<file path="src/include/gas_sensor_pkg.sv">
package gas_sensor_pkg;

    // Register offsets, one byte per address
    localparam logic [7:0] ADDR_SOFT_RESET    = 8'h00;
    localparam logic [7:0] ADDR_OPER_MODE     = 8'h01;
    localparam logic [7:0] ADDR_STATUS_ONE    = 8'h02;
    localparam logic [7:0] ADDR_CONC_LOW      = 8'h03;
    localparam logic [7:0] ADDR_CONC_HIGH     = 8'h04;
    localparam logic [7:0] ADDR_PRESSURE      = 8'h09;
    localparam logic [7:0] ADDR_ALTITUDE      = 8'h0A;
    localparam logic [7:0] ADDR_ALARM_UPPER   = 8'h0C;
    localparam logic [7:0] ADDR_ALARM_LOWER   = 8'h0D;
    localparam logic [7:0] ADDR_USER_ADJUST   = 8'h0E;
    localparam logic [7:0] ADDR_FEATURE_CFG   = 8'h0F;
    localparam logic [7:0] ADDR_SELF_DIAG     = 8'h10;
    localparam logic [7:0] ADDR_ADJUST_TARGET = 8'h12;

    // Field positions
    localparam int RESET_TRIGGER_BIT  = 0;
    localparam int STATUS_BUSY_BIT    = 7;
    localparam int STATUS_ALARM_BIT   = 6;
    localparam int STATUS_ADDR_BIT    = 1;
    localparam int STATUS_IFSEL_BIT   = 0;
    localparam int ADJUST_ZERO_BIT    = 1;
    localparam int ADJUST_AIR_BIT     = 0;
    localparam int CFG_PULSE_RANGE    = 3;
    localparam int CFG_PRESS_CORR     = 2;
    localparam int CFG_PULSE_OUT      = 0;
    localparam int DIAG_FAULT_BIT     = 0;
    localparam int MODE_W             = 3;
    localparam int CONC_W             = 15;

    // Mode codes
    localparam logic [2:0] MODE_POWER_DOWN = 3'h0;
    localparam logic [2:0] MODE_CONTINUOUS = 3'h6;

    // Reset and shipment values
    localparam logic [2:0]  RESET_OPER_MODE  = MODE_CONTINUOUS;
    localparam logic [7:0]  RESET_PRESSURE   = 8'hD5;
    localparam logic [7:0]  RESET_ALTITUDE   = 8'h00;
    localparam logic [7:0]  RESET_ALARM_UP   = 8'h64;
    localparam logic [7:0]  RESET_ALARM_LO   = 8'h5C;
    localparam logic [7:0]  RESET_FEATURE    = 8'h01;
    localparam logic [7:0]  RESET_ADJ_TARGET = 8'h28;
    localparam logic [1:0]  RESET_STRAPS     = 2'h2;
    localparam logic [14:0] CONC_MAX         = 15'h2710;
    localparam logic [14:0] THRESHOLD_SCALE  = 15'h000A;

    // Timing
    localparam int CLK_PERIOD_NS      = 10;
    localparam int SOFT_RESET_TIME_NS = 1000;
    localparam int NVM_WRITE_TIME_NS  = 5000;
    localparam int SOFT_RESET_CYCLES  = (SOFT_RESET_TIME_NS + CLK_PERIOD_NS - 1) / CLK_PERIOD_NS;
    localparam int NVM_WRITE_CYCLES   = (NVM_WRITE_TIME_NS + CLK_PERIOD_NS - 1) / CLK_PERIOD_NS;
    localparam int DELAY_W            = 16;

    typedef enum logic [1:0] {
        SEQ_RUN  = 2'b00,
        SEQ_SRST = 2'b01,
        SEQ_NVM  = 2'b11
    } seq_state_t;

endpackage

</file>
<file path="src/verilog/gas_sensor_register_map.sv">
// Contract
// - Every address holds one byte, read or written whole.
// - Persistent registers survive soft reset; volatile ones return to initial values.
// - Writing one to address 00 bit 0 resets; bit clears when done.
// - Mode field: 000 is power-down, 110 is continuous measurement.
// - Status is read-only; busy bit high whenever results are not readable.
// - Busy pin always equals the busy status bit.
// - Alarm sets above ten times upper byte, clears below ten times lower.
// - Alarm pin mirrors the alarm status bit.
// - Status bits 1 and 0 show address strap and interface select pins.
// - Unconnected address strap reads as high.
// - Concentration is 15 bits, low byte at 03, high at 04, bit 7 zero.
// - Concentration little-endian, range zero to ten thousand ppm.
// - Address 0E volatile command: bit 1 zero adjust, bit 0 ambient adjust.
// - Zero adjust forces zero ppm; ambient adjust forces stored target.
// - Address 12 persistent adjust target, default meaning 400 ppm.
// - Address 0F: pulse range bit 3, pressure correction bit 2, pulse enable bit 0.
// - Feature register untouched by soft reset.
// - Address 09 persistent pressure byte for correction.
// - Pressure byte means hectopascals minus eight hundred.
// - Address 0A persistent altitude byte for correction.
// - Addresses 0C and 0D persistent alarm thresholds, compared times ten.
`timescale 1ns/1ps
`default_nettype none

module gas_sensor_register_map #(
    parameter int SRST_CYCLES = gas_sensor_pkg::SOFT_RESET_CYCLES,
    parameter int NVM_CYCLES  = gas_sensor_pkg::NVM_WRITE_CYCLES
) (
    input  wire logic                              CLK,
    input  wire logic                              RESET_N,
    input  wire logic [7:0]                        REG_ADDR,
    input  wire logic                              REG_WR,
    input  wire logic [7:0]                        REG_WDATA,
    input  wire logic                              REG_RD,
    output logic      [7:0]                        REG_RDATA,
    output logic                                   REG_RVALID,
    input  wire logic                              MEAS_VALID,
    input  wire logic [gas_sensor_pkg::CONC_W-1:0] MEAS_CONC,
    input  wire logic                              CONV_ACTIVE,
    input  wire logic                              FAULT_IN,
    input  wire logic                              ADDRESS_STRAP_PIN,
    input  wire logic                              INTERFACE_SELECT_PIN,
    output logic                                   BUSY_PIN,
    output logic                                   ALARM_PIN,
    output logic                                   MEAS_ENABLE,
    output logic                                   ZERO_ADJ_REQ,
    output logic                                   AIR_ADJ_REQ,
    output logic                                   PULSE_OUTPUT_ENABLE,
    output logic                                   PULSE_RANGE_SELECT,
    output logic                                   PRESSURE_CORRECTION_ENABLE,
    output logic      [7:0]                        PRESSURE_OUT,
    output logic      [7:0]                        ALTITUDE_OUT
);

    function automatic logic is_persistent(input logic [7:0] a);
        case (a)
            gas_sensor_pkg::ADDR_OPER_MODE,
            gas_sensor_pkg::ADDR_PRESSURE,
            gas_sensor_pkg::ADDR_ALTITUDE,
            gas_sensor_pkg::ADDR_ALARM_UPPER,
            gas_sensor_pkg::ADDR_ALARM_LOWER,
            gas_sensor_pkg::ADDR_FEATURE_CFG,
            gas_sensor_pkg::ADDR_ADJUST_TARGET: is_persistent = 1'b1;
            default:                            is_persistent = 1'b0;
        endcase
    endfunction

    function automatic logic [14:0] times_ten(input logic [7:0] v);
        times_ten = 15'({7'h00, v} * gas_sensor_pkg::THRESHOLD_SCALE);
    endfunction

    gas_sensor_pkg::seq_state_t seq_reg;
    logic [gas_sensor_pkg::DELAY_W-1:0] delay_reg;
    logic [gas_sensor_pkg::MODE_W-1:0]  oper_mode_reg;
    logic [7:0]                         pressure_reg;
    logic [7:0]                         altitude_reg;
    logic [7:0]                         alarm_high_setting;
    logic [7:0]                         alarm_low_setting;
    logic [7:0]                         feature_config_reg;
    logic [7:0]                         adjust_target_reg;
    logic [gas_sensor_pkg::CONC_W-1:0]  conc_reg;
    logic                               alarm_reg;
    logic                               busy_reg;
    logic                               fault_reg;
    logic                               zero_req_reg;
    logic                               air_req_reg;
    logic                               meas_en_reg;
    logic [7:0]                         rdata_reg;
    logic                               rvalid_reg;
    logic [1:0]                         strap_state_reg;
    logic [1:0]                         strap_raw;
    logic                               accept_wr;
    logic                               srst_wr;
    logic                               nvm_wr;
    logic                               adjust_wr;
    logic                               in_srst;
    logic                               status_busy;
    logic [7:0]                         status_one_reg;

    // Writes are refused while a reset or persistent write is in progress
    assign accept_wr = REG_WR && (seq_reg == gas_sensor_pkg::SEQ_RUN);
    assign srst_wr   = accept_wr && (REG_ADDR == gas_sensor_pkg::ADDR_SOFT_RESET)
                       && REG_WDATA[gas_sensor_pkg::RESET_TRIGGER_BIT];
    assign nvm_wr    = accept_wr && is_persistent(REG_ADDR);
    assign adjust_wr = accept_wr && (REG_ADDR == gas_sensor_pkg::ADDR_USER_ADJUST);
    assign in_srst   = (seq_reg == gas_sensor_pkg::SEQ_SRST);
    assign strap_raw = {ADDRESS_STRAP_PIN, INTERFACE_SELECT_PIN};

    // Straps: three flops, a change counts once the last two agree
    genvar gi;
    generate
        for (gi = 0; gi < 2; gi++) begin : g_strap
            logic [2:0] sync_reg;
            always_ff @(posedge CLK) begin
                if (!RESET_N) begin
                    sync_reg <= {3{gas_sensor_pkg::RESET_STRAPS[gi]}};
                end else begin
                    sync_reg <= {sync_reg[1:0], strap_raw[gi]};
                end
            end
            always_ff @(posedge CLK) begin
                if (!RESET_N) begin
                    strap_state_reg[gi] <= gas_sensor_pkg::RESET_STRAPS[gi];
                end else if (sync_reg[1] == sync_reg[2]) begin
                    strap_state_reg[gi] <= sync_reg[2];
                end
            end
        end
    endgenerate

    // Sequencer for soft reset and persistent write time
    always_ff @(posedge CLK) begin
        if (!RESET_N) begin
            seq_reg   <= gas_sensor_pkg::SEQ_RUN;
            delay_reg <= '0;
        end else begin
            case (seq_reg)
                gas_sensor_pkg::SEQ_RUN: begin
                    if (srst_wr) begin
                        seq_reg   <= gas_sensor_pkg::SEQ_SRST;
                        delay_reg <= gas_sensor_pkg::DELAY_W'(SRST_CYCLES - 1);
                    end else if (nvm_wr) begin
                        seq_reg   <= gas_sensor_pkg::SEQ_NVM;
                        delay_reg <= gas_sensor_pkg::DELAY_W'(NVM_CYCLES - 1);
                    end
                end
                gas_sensor_pkg::SEQ_SRST,
                gas_sensor_pkg::SEQ_NVM: begin
                    if (delay_reg == '0) begin
                        seq_reg <= gas_sensor_pkg::SEQ_RUN;
                    end else begin
                        delay_reg <= delay_reg - 1'b1;
                    end
                end
                default: begin
                    seq_reg   <= gas_sensor_pkg::SEQ_RUN;
                    delay_reg <= '0;
                end
            endcase
        end
    end

    // Persistent store: loaded at power-up, never touched by soft reset
    always_ff @(posedge CLK) begin
        if (!RESET_N) begin
            oper_mode_reg      <= gas_sensor_pkg::RESET_OPER_MODE;
            pressure_reg       <= gas_sensor_pkg::RESET_PRESSURE;
            altitude_reg       <= gas_sensor_pkg::RESET_ALTITUDE;
            alarm_high_setting <= gas_sensor_pkg::RESET_ALARM_UP;
            alarm_low_setting  <= gas_sensor_pkg::RESET_ALARM_LO;
            feature_config_reg <= gas_sensor_pkg::RESET_FEATURE;
            adjust_target_reg  <= gas_sensor_pkg::RESET_ADJ_TARGET;
        end else if (nvm_wr) begin
            case (REG_ADDR)
                gas_sensor_pkg::ADDR_OPER_MODE:     oper_mode_reg      <= REG_WDATA[2:0];
                gas_sensor_pkg::ADDR_PRESSURE:      pressure_reg       <= REG_WDATA;
                gas_sensor_pkg::ADDR_ALTITUDE:      altitude_reg       <= REG_WDATA;
                gas_sensor_pkg::ADDR_ALARM_UPPER:   alarm_high_setting <= REG_WDATA;
                gas_sensor_pkg::ADDR_ALARM_LOWER:   alarm_low_setting  <= REG_WDATA;
                gas_sensor_pkg::ADDR_FEATURE_CFG:   feature_config_reg <= REG_WDATA & 8'h0D;
                gas_sensor_pkg::ADDR_ADJUST_TARGET: adjust_target_reg  <= REG_WDATA;
                default: begin
                end
            endcase
        end
    end

    // Adjust command is write-only; it leaves one-cycle requests behind
    always_ff @(posedge CLK) begin
        if (!RESET_N || in_srst) begin
            zero_req_reg <= 1'b0;
            air_req_reg  <= 1'b0;
        end else begin
            zero_req_reg <= adjust_wr && REG_WDATA[gas_sensor_pkg::ADJUST_ZERO_BIT];
            air_req_reg  <= adjust_wr && REG_WDATA[gas_sensor_pkg::ADJUST_AIR_BIT];
        end
    end

    // Concentration result, clamped to the legal range
    always_ff @(posedge CLK) begin
        if (!RESET_N || in_srst) begin
            conc_reg <= '0;
        end else if (adjust_wr && REG_WDATA[gas_sensor_pkg::ADJUST_ZERO_BIT]) begin
            conc_reg <= '0;
        end else if (adjust_wr && REG_WDATA[gas_sensor_pkg::ADJUST_AIR_BIT]) begin
            conc_reg <= times_ten(adjust_target_reg);
        end else if (MEAS_VALID && oper_mode_reg == gas_sensor_pkg::MODE_CONTINUOUS) begin
            if (MEAS_CONC > gas_sensor_pkg::CONC_MAX) begin
                conc_reg <= gas_sensor_pkg::CONC_MAX;
            end else begin
                conc_reg <= MEAS_CONC;
            end
        end
    end

    // Hysteresis alarm; equal thresholds give no chatter since both are strict
    always_ff @(posedge CLK) begin
        if (!RESET_N || in_srst) begin
            alarm_reg <= 1'b0;
        end else if (conc_reg > times_ten(alarm_high_setting)) begin
            alarm_reg <= 1'b1;
        end else if (conc_reg < times_ten(alarm_low_setting)) begin
            alarm_reg <= 1'b0;
        end
    end

    // Fault is sticky until soft reset; a new fault wins over the clear
    always_ff @(posedge CLK) begin
        if (!RESET_N) begin
            fault_reg <= 1'b0;
        end else if (FAULT_IN) begin
            fault_reg <= 1'b1;
        end else if (in_srst) begin
            fault_reg <= 1'b0;
        end
    end

    // Busy covers conversion, reset, persistent write and the write cycle itself
    assign status_busy = CONV_ACTIVE || srst_wr || nvm_wr
                         || (seq_reg != gas_sensor_pkg::SEQ_RUN);

    always_ff @(posedge CLK) begin
        if (!RESET_N) begin
            busy_reg <= 1'b0;
        end else begin
            busy_reg <= status_busy;
        end
    end

    always_ff @(posedge CLK) begin
        if (!RESET_N || in_srst) begin
            meas_en_reg <= 1'b0;
        end else begin
            meas_en_reg <= (oper_mode_reg == gas_sensor_pkg::MODE_CONTINUOUS);
        end
    end

    always_comb begin
        status_one_reg = 8'h00;
        status_one_reg[gas_sensor_pkg::STATUS_BUSY_BIT]  = busy_reg;
        status_one_reg[gas_sensor_pkg::STATUS_ALARM_BIT] = alarm_reg;
        status_one_reg[gas_sensor_pkg::STATUS_ADDR_BIT]  = strap_state_reg[1];
        status_one_reg[gas_sensor_pkg::STATUS_IFSEL_BIT] = strap_state_reg[0];
    end

    // Read port; reserved and unlisted addresses answer zero
    always_ff @(posedge CLK) begin
        if (!RESET_N) begin
            rdata_reg  <= 8'h00;
            rvalid_reg <= 1'b0;
        end else begin
            rvalid_reg <= REG_RD;
            if (REG_RD) begin
                case (REG_ADDR)
                    gas_sensor_pkg::ADDR_SOFT_RESET:    rdata_reg <= {7'h00, in_srst};
                    gas_sensor_pkg::ADDR_OPER_MODE:     rdata_reg <= {5'h00, oper_mode_reg};
                    gas_sensor_pkg::ADDR_STATUS_ONE:    rdata_reg <= status_one_reg;
                    gas_sensor_pkg::ADDR_CONC_LOW:      rdata_reg <= conc_reg[7:0];
                    gas_sensor_pkg::ADDR_CONC_HIGH:     rdata_reg <= {1'b0, conc_reg[14:8]};
                    gas_sensor_pkg::ADDR_PRESSURE:      rdata_reg <= pressure_reg;
                    gas_sensor_pkg::ADDR_ALTITUDE:      rdata_reg <= altitude_reg;
                    gas_sensor_pkg::ADDR_ALARM_UPPER:   rdata_reg <= alarm_high_setting;
                    gas_sensor_pkg::ADDR_ALARM_LOWER:   rdata_reg <= alarm_low_setting;
                    gas_sensor_pkg::ADDR_FEATURE_CFG:   rdata_reg <= feature_config_reg;
                    gas_sensor_pkg::ADDR_SELF_DIAG:     rdata_reg <= {7'h00, fault_reg};
                    gas_sensor_pkg::ADDR_ADJUST_TARGET: rdata_reg <= adjust_target_reg;
                    default:                            rdata_reg <= 8'h00;
                endcase
            end
        end
    end

    assign REG_RDATA                  = rdata_reg;
    assign REG_RVALID                 = rvalid_reg;
    assign BUSY_PIN                   = busy_reg;
    assign ALARM_PIN                  = alarm_reg;
    assign MEAS_ENABLE                = meas_en_reg;
    assign ZERO_ADJ_REQ               = zero_req_reg;
    assign AIR_ADJ_REQ                = air_req_reg;
    assign PULSE_OUTPUT_ENABLE        = feature_config_reg[gas_sensor_pkg::CFG_PULSE_OUT];
    assign PULSE_RANGE_SELECT         = feature_config_reg[gas_sensor_pkg::CFG_PULSE_RANGE];
    assign PRESSURE_CORRECTION_ENABLE = feature_config_reg[gas_sensor_pkg::CFG_PRESS_CORR];
    assign PRESSURE_OUT               = pressure_reg;
    assign ALTITUDE_OUT               = altitude_reg;

endmodule

`default_nettype wire
</file>
<file path="config.mk">
export PLATFORM = sky130hd
export DESIGN_NAME = gas_sensor_register_map
export DESIGN_NICKNAME = d
export VERILOG_FILES = /design/src/include/gas_sensor_pkg.sv /design/src/verilog/gas_sensor_register_map.sv
export SDC_FILE = /design/constraint.sdc
export NUM_CORES = 1
export LEC_CHECK = 0
export CAP_MARGIN = 15
export CORE_ASPECT_RATIO = 1.75
export CORE_UTILIZATION = 49
export CTS_BUF_LIST = sky130_fd_sc_hd__clkbuf_8
export CTS_CLUSTER_SIZE = 20
export DETAILED_ROUTE_END_ITERATION = 8
export DONT_BUFFER_PORTS = 1
export PLACE_DENSITY = 0.63
export REMOVE_ABC_BUFFERS = 1
export SLEW_MARGIN = 25
export SYNTH_ARGS = -nofsm -noshare
export SYNTH_HDL_FRONTEND = slang
export SYNTH_SLANG_ARGS = --single-unit
export TNS_END_PERCENT = 10
</file>
<file path="constraint.sdc">
create_clock -name CLK -period 4.1 [get_ports CLK]
set_clock_uncertainty 0.1 [all_clocks]
set_input_delay 0.82 -clock CLK [delete_from_list [all_inputs] [get_ports CLK]]
set_output_delay 0.82 -clock CLK [all_outputs]
set_load 0.005 [all_outputs]
</file>
Word-level counts from Yosys, hierarchy flattened
Cells that the tools add are included.
{ "totals": {"regBits": 102, "out_inout_bits": 33, "word_cells": 100} }
{ "classes": {"addsub": 1, "mul": 3, "magnitude_cmp": 3, "eq_ne": 20, "mux": 17, "reduce_logical": 33} }
{ "op_table": {"columns": ["cell", "n"], "rows": [
  ["case mux 8 bit (12 select lines)", 1],
  ["equality test 8 x 4 -> 1 bit, second input constant", 6],
  ["2-to-1 mux 16 bit", 3],
  ["multiplier 8 x 3 -> 11 bit, second input constant", 3],
  ["case mux 16 bit (2 select lines)", 1],
  ["2-to-1 mux 12 bit", 2],
  ["AND reduction 2 bit", 9],
  ["equality test 8 x 2 -> 1 bit, second input constant", 2],
  ["equality test 8 x 5 -> 1 bit, second input constant", 2],
  ["zero test 16 bit", 1],
  ["subtractor 16 x 1 -> 16 bit, second input constant", 1],
  ["greater-than comparator 15 x 12 -> 1 bit", 1],
  ["greater-than comparator 15 x 14 -> 1 bit, second input constant", 1],
  ["less-than comparator 15 x 12 -> 1 bit", 1],
  ["2-to-1 mux 15 bit", 1],
  ["equality test 8 x 1 -> 1 bit, second input constant", 1],
  ["equality test 8 x 3 -> 1 bit, second input constant", 1],
  ["logical AND 1 bit", 8],
  ["zero test 8 bit", 1],
  ["nonzero test 2 bit", 4],
  ["OR reduction 7 bit", 1],
  ["2-to-1 mux 2 bit", 3],
  ["2-to-1 mux 1 bit", 5],
  ["logical OR 1 bit", 4],
  ["11 further kinds", 14]
]} }

Logic depth before layout (Yosys ltp)
Gate-level depths: netlist (run 1).
{ "depth": {"ltp_word": 7, "mapped_depth": 16} }

Worst setup path before layout (run 1)
OpenSTA, ideal clock, no wires.
{ "synth_path": {"kind": "register to register", "from": "register alarm_high_setting[1]", "to": "register alarm_reg (netlist: ALARM_PIN)", "setup_time_ns": 0.078, "t_arrival_ns": 2.924, "setup_slack_ns": 0.998, "path_stages_with_launch": 17, "path_cell_list": "dfxtp_1 > ha_1 > ha_1 > fa_1 > a21oi_1 > nor2_1 > nor2_1 > o21bai_1 > a21oi_1 > xor2_1 > ha_1 > nand4_1 > a211oi_1 > o21ai_0 > a31oi_1 > a311oi_1 > nor3_1"} }
{ "synth_via": {"elab_chain_cells": 3, "word_cells_on_any_way": 4, "cone_classes": "1 x mul; 1 x order compare; 1 x mux; 1 x reduce/logical"} }
{ "synth_lines": {"columns": ["element", "line_no", "rtl"], "rows": [
  ["start, declared", "gas_sensor_register_map.sv:78", "logic [7:0] alarm_high_setting;"],
  ["start signal, assigned", "gas_sensor_register_map.sv:170", "alarm_high_setting <= gas_sensor_pkg::RESET_ALARM_UP;"],
  ["multiplier 8 x 3 -> 11 bit *", "gas_sensor_register_map.sv:70", "times_ten = 15'({7'h00, v} * gas_sensor_pkg::THRESHOLD_SCALE);"],
  ["greater-than comparator 15 x 12 -> 1 bit *", "gas_sensor_register_map.sv:221", "end else if (conc_reg > times_ten(alarm_high_setting)) begin"],
  ["2-to-1 mux 1 bit / nonzero test 2 bit (equally long branches)", null, null],
  ["end signal, assigned", "gas_sensor_register_map.sv:220", "alarm_reg <= 1'b0;"],
  ["end signal, assigned", "gas_sensor_register_map.sv:222", "alarm_reg <= 1'b1;"],
  ["end signal, assigned", "gas_sensor_register_map.sv:224", "alarm_reg <= 1'b0;"],
  ["end, declared", "gas_sensor_register_map.sv:83", "logic alarm_reg;"]
]} }
Mark *: on every way between the ends. The rest lies on a longest branch, timed or not.
A chain may end at the register's enable or synchronous reset.

Worst setup path after layout (run 1)
{ "layout_path": {"from": "register alarm_high_setting[3]", "to": "register alarm_reg (netlist: ALARM_PIN)"} }
Same word-level chain as after synthesis.

==> results.json, run 1 <==
{
  "wl_per_cell_um": 21.3,
  "cts-resized-gates": 0,
  "initial_core_util": 0.504,
  "power_w": 0.00203,
  "drc": 0,
  "nets": 807,
  "slew-limit-headroom": 0.396,
  "hold_violations": 0,
  "min_path_type": "register to register",
  "placedCellCount": 863,
  "cts_tree": "yes",
  "layout_commonest_cell": "dfxtp_1",
  "layout-drive-gt1-share": 0.0577,
  "clock_path_buffers": 2,
  "cp_data_arrival_time_ps": 3660,
  "vias_per_cell": 6.18,
  "grt_pass1_vias": 5443,
  "largest_reg_flops": 16,
  "antenna_left": 0,
  "synth_area_leaders": "dfxtp_1 (32%), ha_1 (11%), mux2i_1 (6.2%)",
  "outcome": "finished, final reports clean",
  "ys_warn_count": 0,
  "maxCapViolCount": 0,
  "rows": 54,
  "gp_congestion": 0.954,
  "dp_hpwl_um": 14700,
  "synthArstFlopShare": 0,
  "avgSynthCellArea_sq_um": 8.76,
  "path_buf_inv": 0,
  "synth_cells": 723,
  "dr.pass1.iters": 7,
  "port_buffers": 0,
  "leakagePower_nw": 2.51,
  "yosys.area.top_type": "dfxtp_1",
  "die_w_um": 87.9,
  "synth_cell_types": 79,
  "crit_family": "adder cells",
  "critPathMaxStageDelay_ps": 410,
  "ys_seq_area_frac": 0.322,
  "final_cell_mix": "dfxtp_1 (102), nand2_1 (81), ha_1 (58)",
  "cp.required_ps": 4320,
  "vias": 5436,
  "postCtsHoldBufs": 0,
  "endpoint_kind": "register",
  "grt_overflow_total": 0,
  "syn_area_sq_um": 6330,
  "htree_levels": 3,
  "antenna_cells": 0,
  "setup-violations-final": 0,
  "finalMaxSlewViolations": 0,
  "numClockSinks": 102,
  "grt_util_all_layers": 0.287,
  "clk_latency_ps": 400,
  "path_max_fanout": 4,
  "fin_cells": 879,
  "wl_um": 18700,
  "synth_seq_cells": 102,
  "startpoint": "alarm_high_setting[3]",
  "cp-start-kind": "register",
  "fillers": 1199,
  "cts.clk_slew.worst_paths_ps": 120,
  "postCtsSetupBuffers": 0,
  "antenna_found_initial": 0,
  "io_pins": 73,
  "p_per_area_nw_per_um2": 307,
  "finalCriticalPeriod_ps": 3440,
  "synth-edff-count": 0,
  "area_growth_pct": 4.72,
  "min_from": "g_strap[1].sync_reg[0]",
  "rsz0062_at_grt": "false",
  "crit_top_cell": "ha_1",
  "synth.top_cell.area_share": 0.322,
  "crit_chain": "ha_1 -> ha_1 -> fa_1 -> a21oi_1 -> nor2_1 -> nor2_1 -> o21bai_1 -> a21oi_1 -> xor2_1 -> ha_1 -> nand4_1 -> a211oi_1 -> o21ai_0 -> a31oi_1 -> a311oi_1 -> nor3_1",
  "cts_buffers": 9,
  "min_period_over_period": 0.840,
  "synthFlopType": "dfxtp_1",
  "initialDrtViolationCount": 283,
  "core_sq_um": 12600,
  "tightest_slew_ps": 898,
  "slowest_stage": "dfxtp_1",
  "fmax_mhz": 291,
  "critical_path_class": "register to register",
  "ir_worst_vdd_mv": 0.251,
  "finalSetupTns_ps": 0,
  "grt_start_max_net_pins": 82,
  "cts-root-buf": "clkbuf_8",
  "die_area_sq_um": 13400,
  "grt_pass1_wl_um": 28700,
  "dieHeight_um": 152,
  "rr_startpoint": "alarm_high_setting[3]"
}
logic make-up (layout without fill, tap and decap cells):
group           Yosys count  in the layout  share of synthesized area
buf+inv                  57             45                     0.0365
fa+ha+maj                61             61                      0.124
compound gates          189            189                      0.207
mux                      41             41                     0.0652
simple gates            258            258                      0.224
xor+xnor                 15             15                     0.0207
flops                   102            102                      0.322
per-layer routing:
metal | part of all wire | GRT usage
met2 | 0.55 | 0.535
met3 | 0.052 | 0.0704
met5 | 0 | 0
met4 | 0.054 | 0.157
met1 | 0.35 | 0.277
cell usage after synthesis, types with 13 or more instances:
cell,instances
nor3_1,14
nand2b_1,15
and3_1,13
nor2_1,38
ha_1,58
a211oi_1,13
a21oi_1,33
clkbuf_1,24
o21ai_0,45
dfxtp_1,102
a21boi_0,21
nand2_1,81
inv_1,25
nor2b_1,27
mux2i_1,39
power by group:
group / internal (W) / switching [W]
Combinational: 0.000125 / 0.000193
Sequential: 0.00102 / 0.0000440
Clock: 0.000240 / 0.000409
Total: 0.00139 / 0.000646
path summary, 6_finish.rpt:
path,to,slack (ps),cells past startpoint
worst max-delay path,ALARM_PIN,660,16
worst min-delay path,g_strap[1].sync_reg[1],320,1
worst max register to register,ALARM_PIN,660,16
worst min register to register,g_strap[1].sync_reg[1],320,1
final cells by class:
class / count / area [sq um] / share of cell area
repair buffers: 4 / 30.0 / 0.00453
multi-input cells: 564 / 4060 / 0.612
clock inverters: 7 / 71.3 / 0.0108
flip-flops and latches: 102 / 2040 / 0.308
inverters: 25 / 93.8 / 0.0141
clock buffers: 9 / 124 / 0.0187
well taps: 168 / 210 / 0.0317
per-stage QoR:
stage	hold slack [ps]	util	worst slack, ps	cell area, sq um
floorplan	286	-	998	6200
global route	355	0.528	389	6630
global placement	298	0.512	824	6440
detailed placement	301	0.512	703	6440
CTS	331	0.528	685	6630
finish	322	0.528	658	6630
Note: power is estimated with default switching activity, not from simulation.
==> run 2: changes to the inputs <==
--- a/config.mk
+++ b/config.mk
@@ -12,7 +12,7 @@
 export CTS_CLUSTER_SIZE = 20
 export DETAILED_ROUTE_END_ITERATION = 8
 export DONT_BUFFER_PORTS = 1
-export PLACE_DENSITY = 0.63
+export PLACE_DENSITY = 0.65
 export REMOVE_ABC_BUFFERS = 1
 export SLEW_MARGIN = 25
 export SYNTH_ARGS = -nofsm -noshare
==> constraint.sdc (replaced) <==
create_clock -name CLK -period 3.04 [get_ports CLK]
set_clock_uncertainty 0.1 [all_clocks]
set_input_delay 0.608 -clock CLK [delete_from_list [all_inputs] [get_ports CLK]]
set_output_delay 0.608 -clock CLK [all_outputs]
set_load 0.005 [all_outputs]
==> run 2 against run 1 <==
Against the previous run: sequential share of layout area down 1.6 points; hold slack worse by 110 ps; clock power up 34%; critical path type unchanged; routed wire length up 2.1%; critical path depth unchanged; first-iteration DRC count up 30%; via count up 3.9%; die area unchanged; non-clock buffer count up 38; global-route usage up 1.2 points; final cell count up 4.3%; largest power group unchanged; register-to-register slack worse by 760 ps; the flow now finishes with violations (negative setup slack).
==> results.json, run 2 (synthesized netlist as in run 1, its figures left out) <==
{
  "largest_reg_flops": 16,
  "seq_area_sq_um": 2050,
  "critical_path_class": "register to register",
  "postCtsHoldBufs": 0,
  "clock_path_buffers": 2,
  "min_path_type": "primary input to register",
  "dp_hpwl_um": 14900,
  "outcome": "complete, but fails checks",
  "finalMaxSlewViolations": 0,
  "gp_congestion": 0.932,
  "initialDrtViolationCount": 369,
  "area_growth_pct": 10.8,
  "maxCapViolCount": 0,
  "port_buffers": 0,
  "dieHeight_um": 152,
  "rsz0062_at_grt": "true",
  "cp-start-kind": "register",
  "cts.clk_slew.worst_paths_ps": 100,
  "io_pins": 73,
  "cts-root-buf": "clkbuf_8",
  "wl_um": 19100,
  "pre_cts_slack_ps": -265,
  "path_max_fanout": 2,
  "violations": "negative setup slack",
  "layout_commonest_cell": "dfxtp_1",
  "grt_start_max_net_pins": 82,
  "vias": 5646,
  "worst_slack_ps": -98.3,
  "ir_worst_vdd_mv": 0.337,
  "wl_per_cell_um": 20.9,
  "setup-violations-final": 1,
  "finalCriticalPeriod_ps": 3140,
  "cp_data_arrival_time_ps": 3340,
  "vias_per_cell": 6.16,
  "min_period_over_period": 1.03,
  "leakagePower_nw": 2.70,
  "reg2reg_slack_ps": -100,
  "seqPwrFrac": 0.523,
  "antenna_found_initial": 0,
  "fmax_mhz": 319,
  "cp.required_ps": 3240,
  "grt_pass1_vias": 5723,
  "core_sq_um": 12600,
  "clk_latency_ps": 380,
  "dr.pass1.iters": 5,
  "endpoint_kind": "register",
  "grt_overflow_total": 0,
  "fillers": 1202,
  "grt_pass1_wl_um": 30400,
  "power_frac_clock": 0.316,
  "tightest_slew_ps": 792,
  "initial_core_util": 0.504,
  "p_switching_w": 0.000839,
  "pwr-share-comb": 0.161,
  "cts_buffers": 9,
  "grt_util_all_layers": 0.299,
  "cts_tree": "yes",
  "rows": 54,
  "slew-limit-headroom": 0.471,
  "p_per_area_nw_per_um2": 391,
  "nets": 845,
  "hold_violations": 0,
  "numClockSinks": 102,
  "utilization": 0.558,
  "drc": 0,
  "antenna_cells": 0,
  "die_w_um": 87.9,
  "switching_share": 0.305,
  "power.internal_w": 0.00191,
  "die_area_sq_um": 13400,
  "layout-drive-gt1-share": 0.128,
  "htree_levels": 3,
  "final_cell_mix": "dfxtp_1 (99), nand2_1 (81), ha_1 (53)",
  "finalSetupTns_ps": -98.3,
  "multi_input_area_sq_um": 4150,
  "antenna_left": 0
}
-- run 2: cell count changes in the layout (fill, tap and decap cells not counted), sizes merged --
cell,delta
buf,+38
clkinv,+1
clkbuf,+1
inv,-2
-- run 2: final cells by class --
cell class                 instances  share of cell area
inverter                          25              0.0134
sequential                       102               0.291
multi-input combinational        564               0.591
tap                              168              0.0300
clock inverter                     6             0.00927
timing repair buffer              42              0.0449
clock buffer                      10              0.0196
-- run 2: what timing repair did --
| action | in CTS | in global routing |
|---|---|---|
| pin swaps | 17 | 3 |
| resized for setup | 20 | 3 |
| setup endpoints to repair | 1 | 1 |
| setup buffers | 1 | 0 |
-- run 2: path summary, 6_finish.rpt --
kind / from / to / depth (start not counted)
worst max-delay path: alarm_high_setting[1] / ALARM_PIN / 16
worst min-delay path: RESET_N / PRESSURE_OUT[2] / 1
worst max register to register: alarm_high_setting[1] / ALARM_PIN / 16
worst min register to register: g_strap[1].sync_reg[0] / g_strap[1].sync_reg[1] / 1
-- run 2: worst max-delay path, stage by stage (launching register included) --
cell      delay, ps
dfxtp_2         360
ha_4            250
ha_4            160
fa_2            400
a21oi_2         120
nor2_1           50
nor2_1          130
o21bai_1        100
a21oi_2         140
xor2_1           80
ha_1            300
nand4_1         130
a211oi_2        170
o21ai_1          90
a31oi_1         230
nor2_1           80
nor3_1          170
-- run 2: layer usage --
metal	track usage	wire [um]	vias up
met5	0	0	-
met2	0.533	10300	173
met1	0.305	6610	2693
li1	-	-	2706
met4	0.203	1370	0
met3	0.0563	882	74
-- run 2: power groups by stage --
stage | sequential (W) | clock, W | combinational, W
6_report | 0.00144 | 0.000868 | 0.000441
3_5_place_dp | 0.00147 | 0 | 0.000431
5_1_grt | 0.00144 | 0.000938 | 0.000490
3_3_place_gp | 0.00147 | 0 | 0.000420
2_1_floorplan | 0.00145 | 0 | 0.000316
4_1_cts | 0.00144 | 0.000877 | 0.000436
-- run 2: stage by stage --
step           cells  hold WS (ps)  instance area, sq um  total power [W]
2_1_floorplan    691           286                  6200          0.00176
3_3_place_gp     900           288                  6710          0.00189
3_5_place_dp     900           297                  6710          0.00190
4_1_cts          917           193                  7000          0.00275
5_1_grt          917           203                  7020          0.00287
6_report         917           214                  7020          0.00275
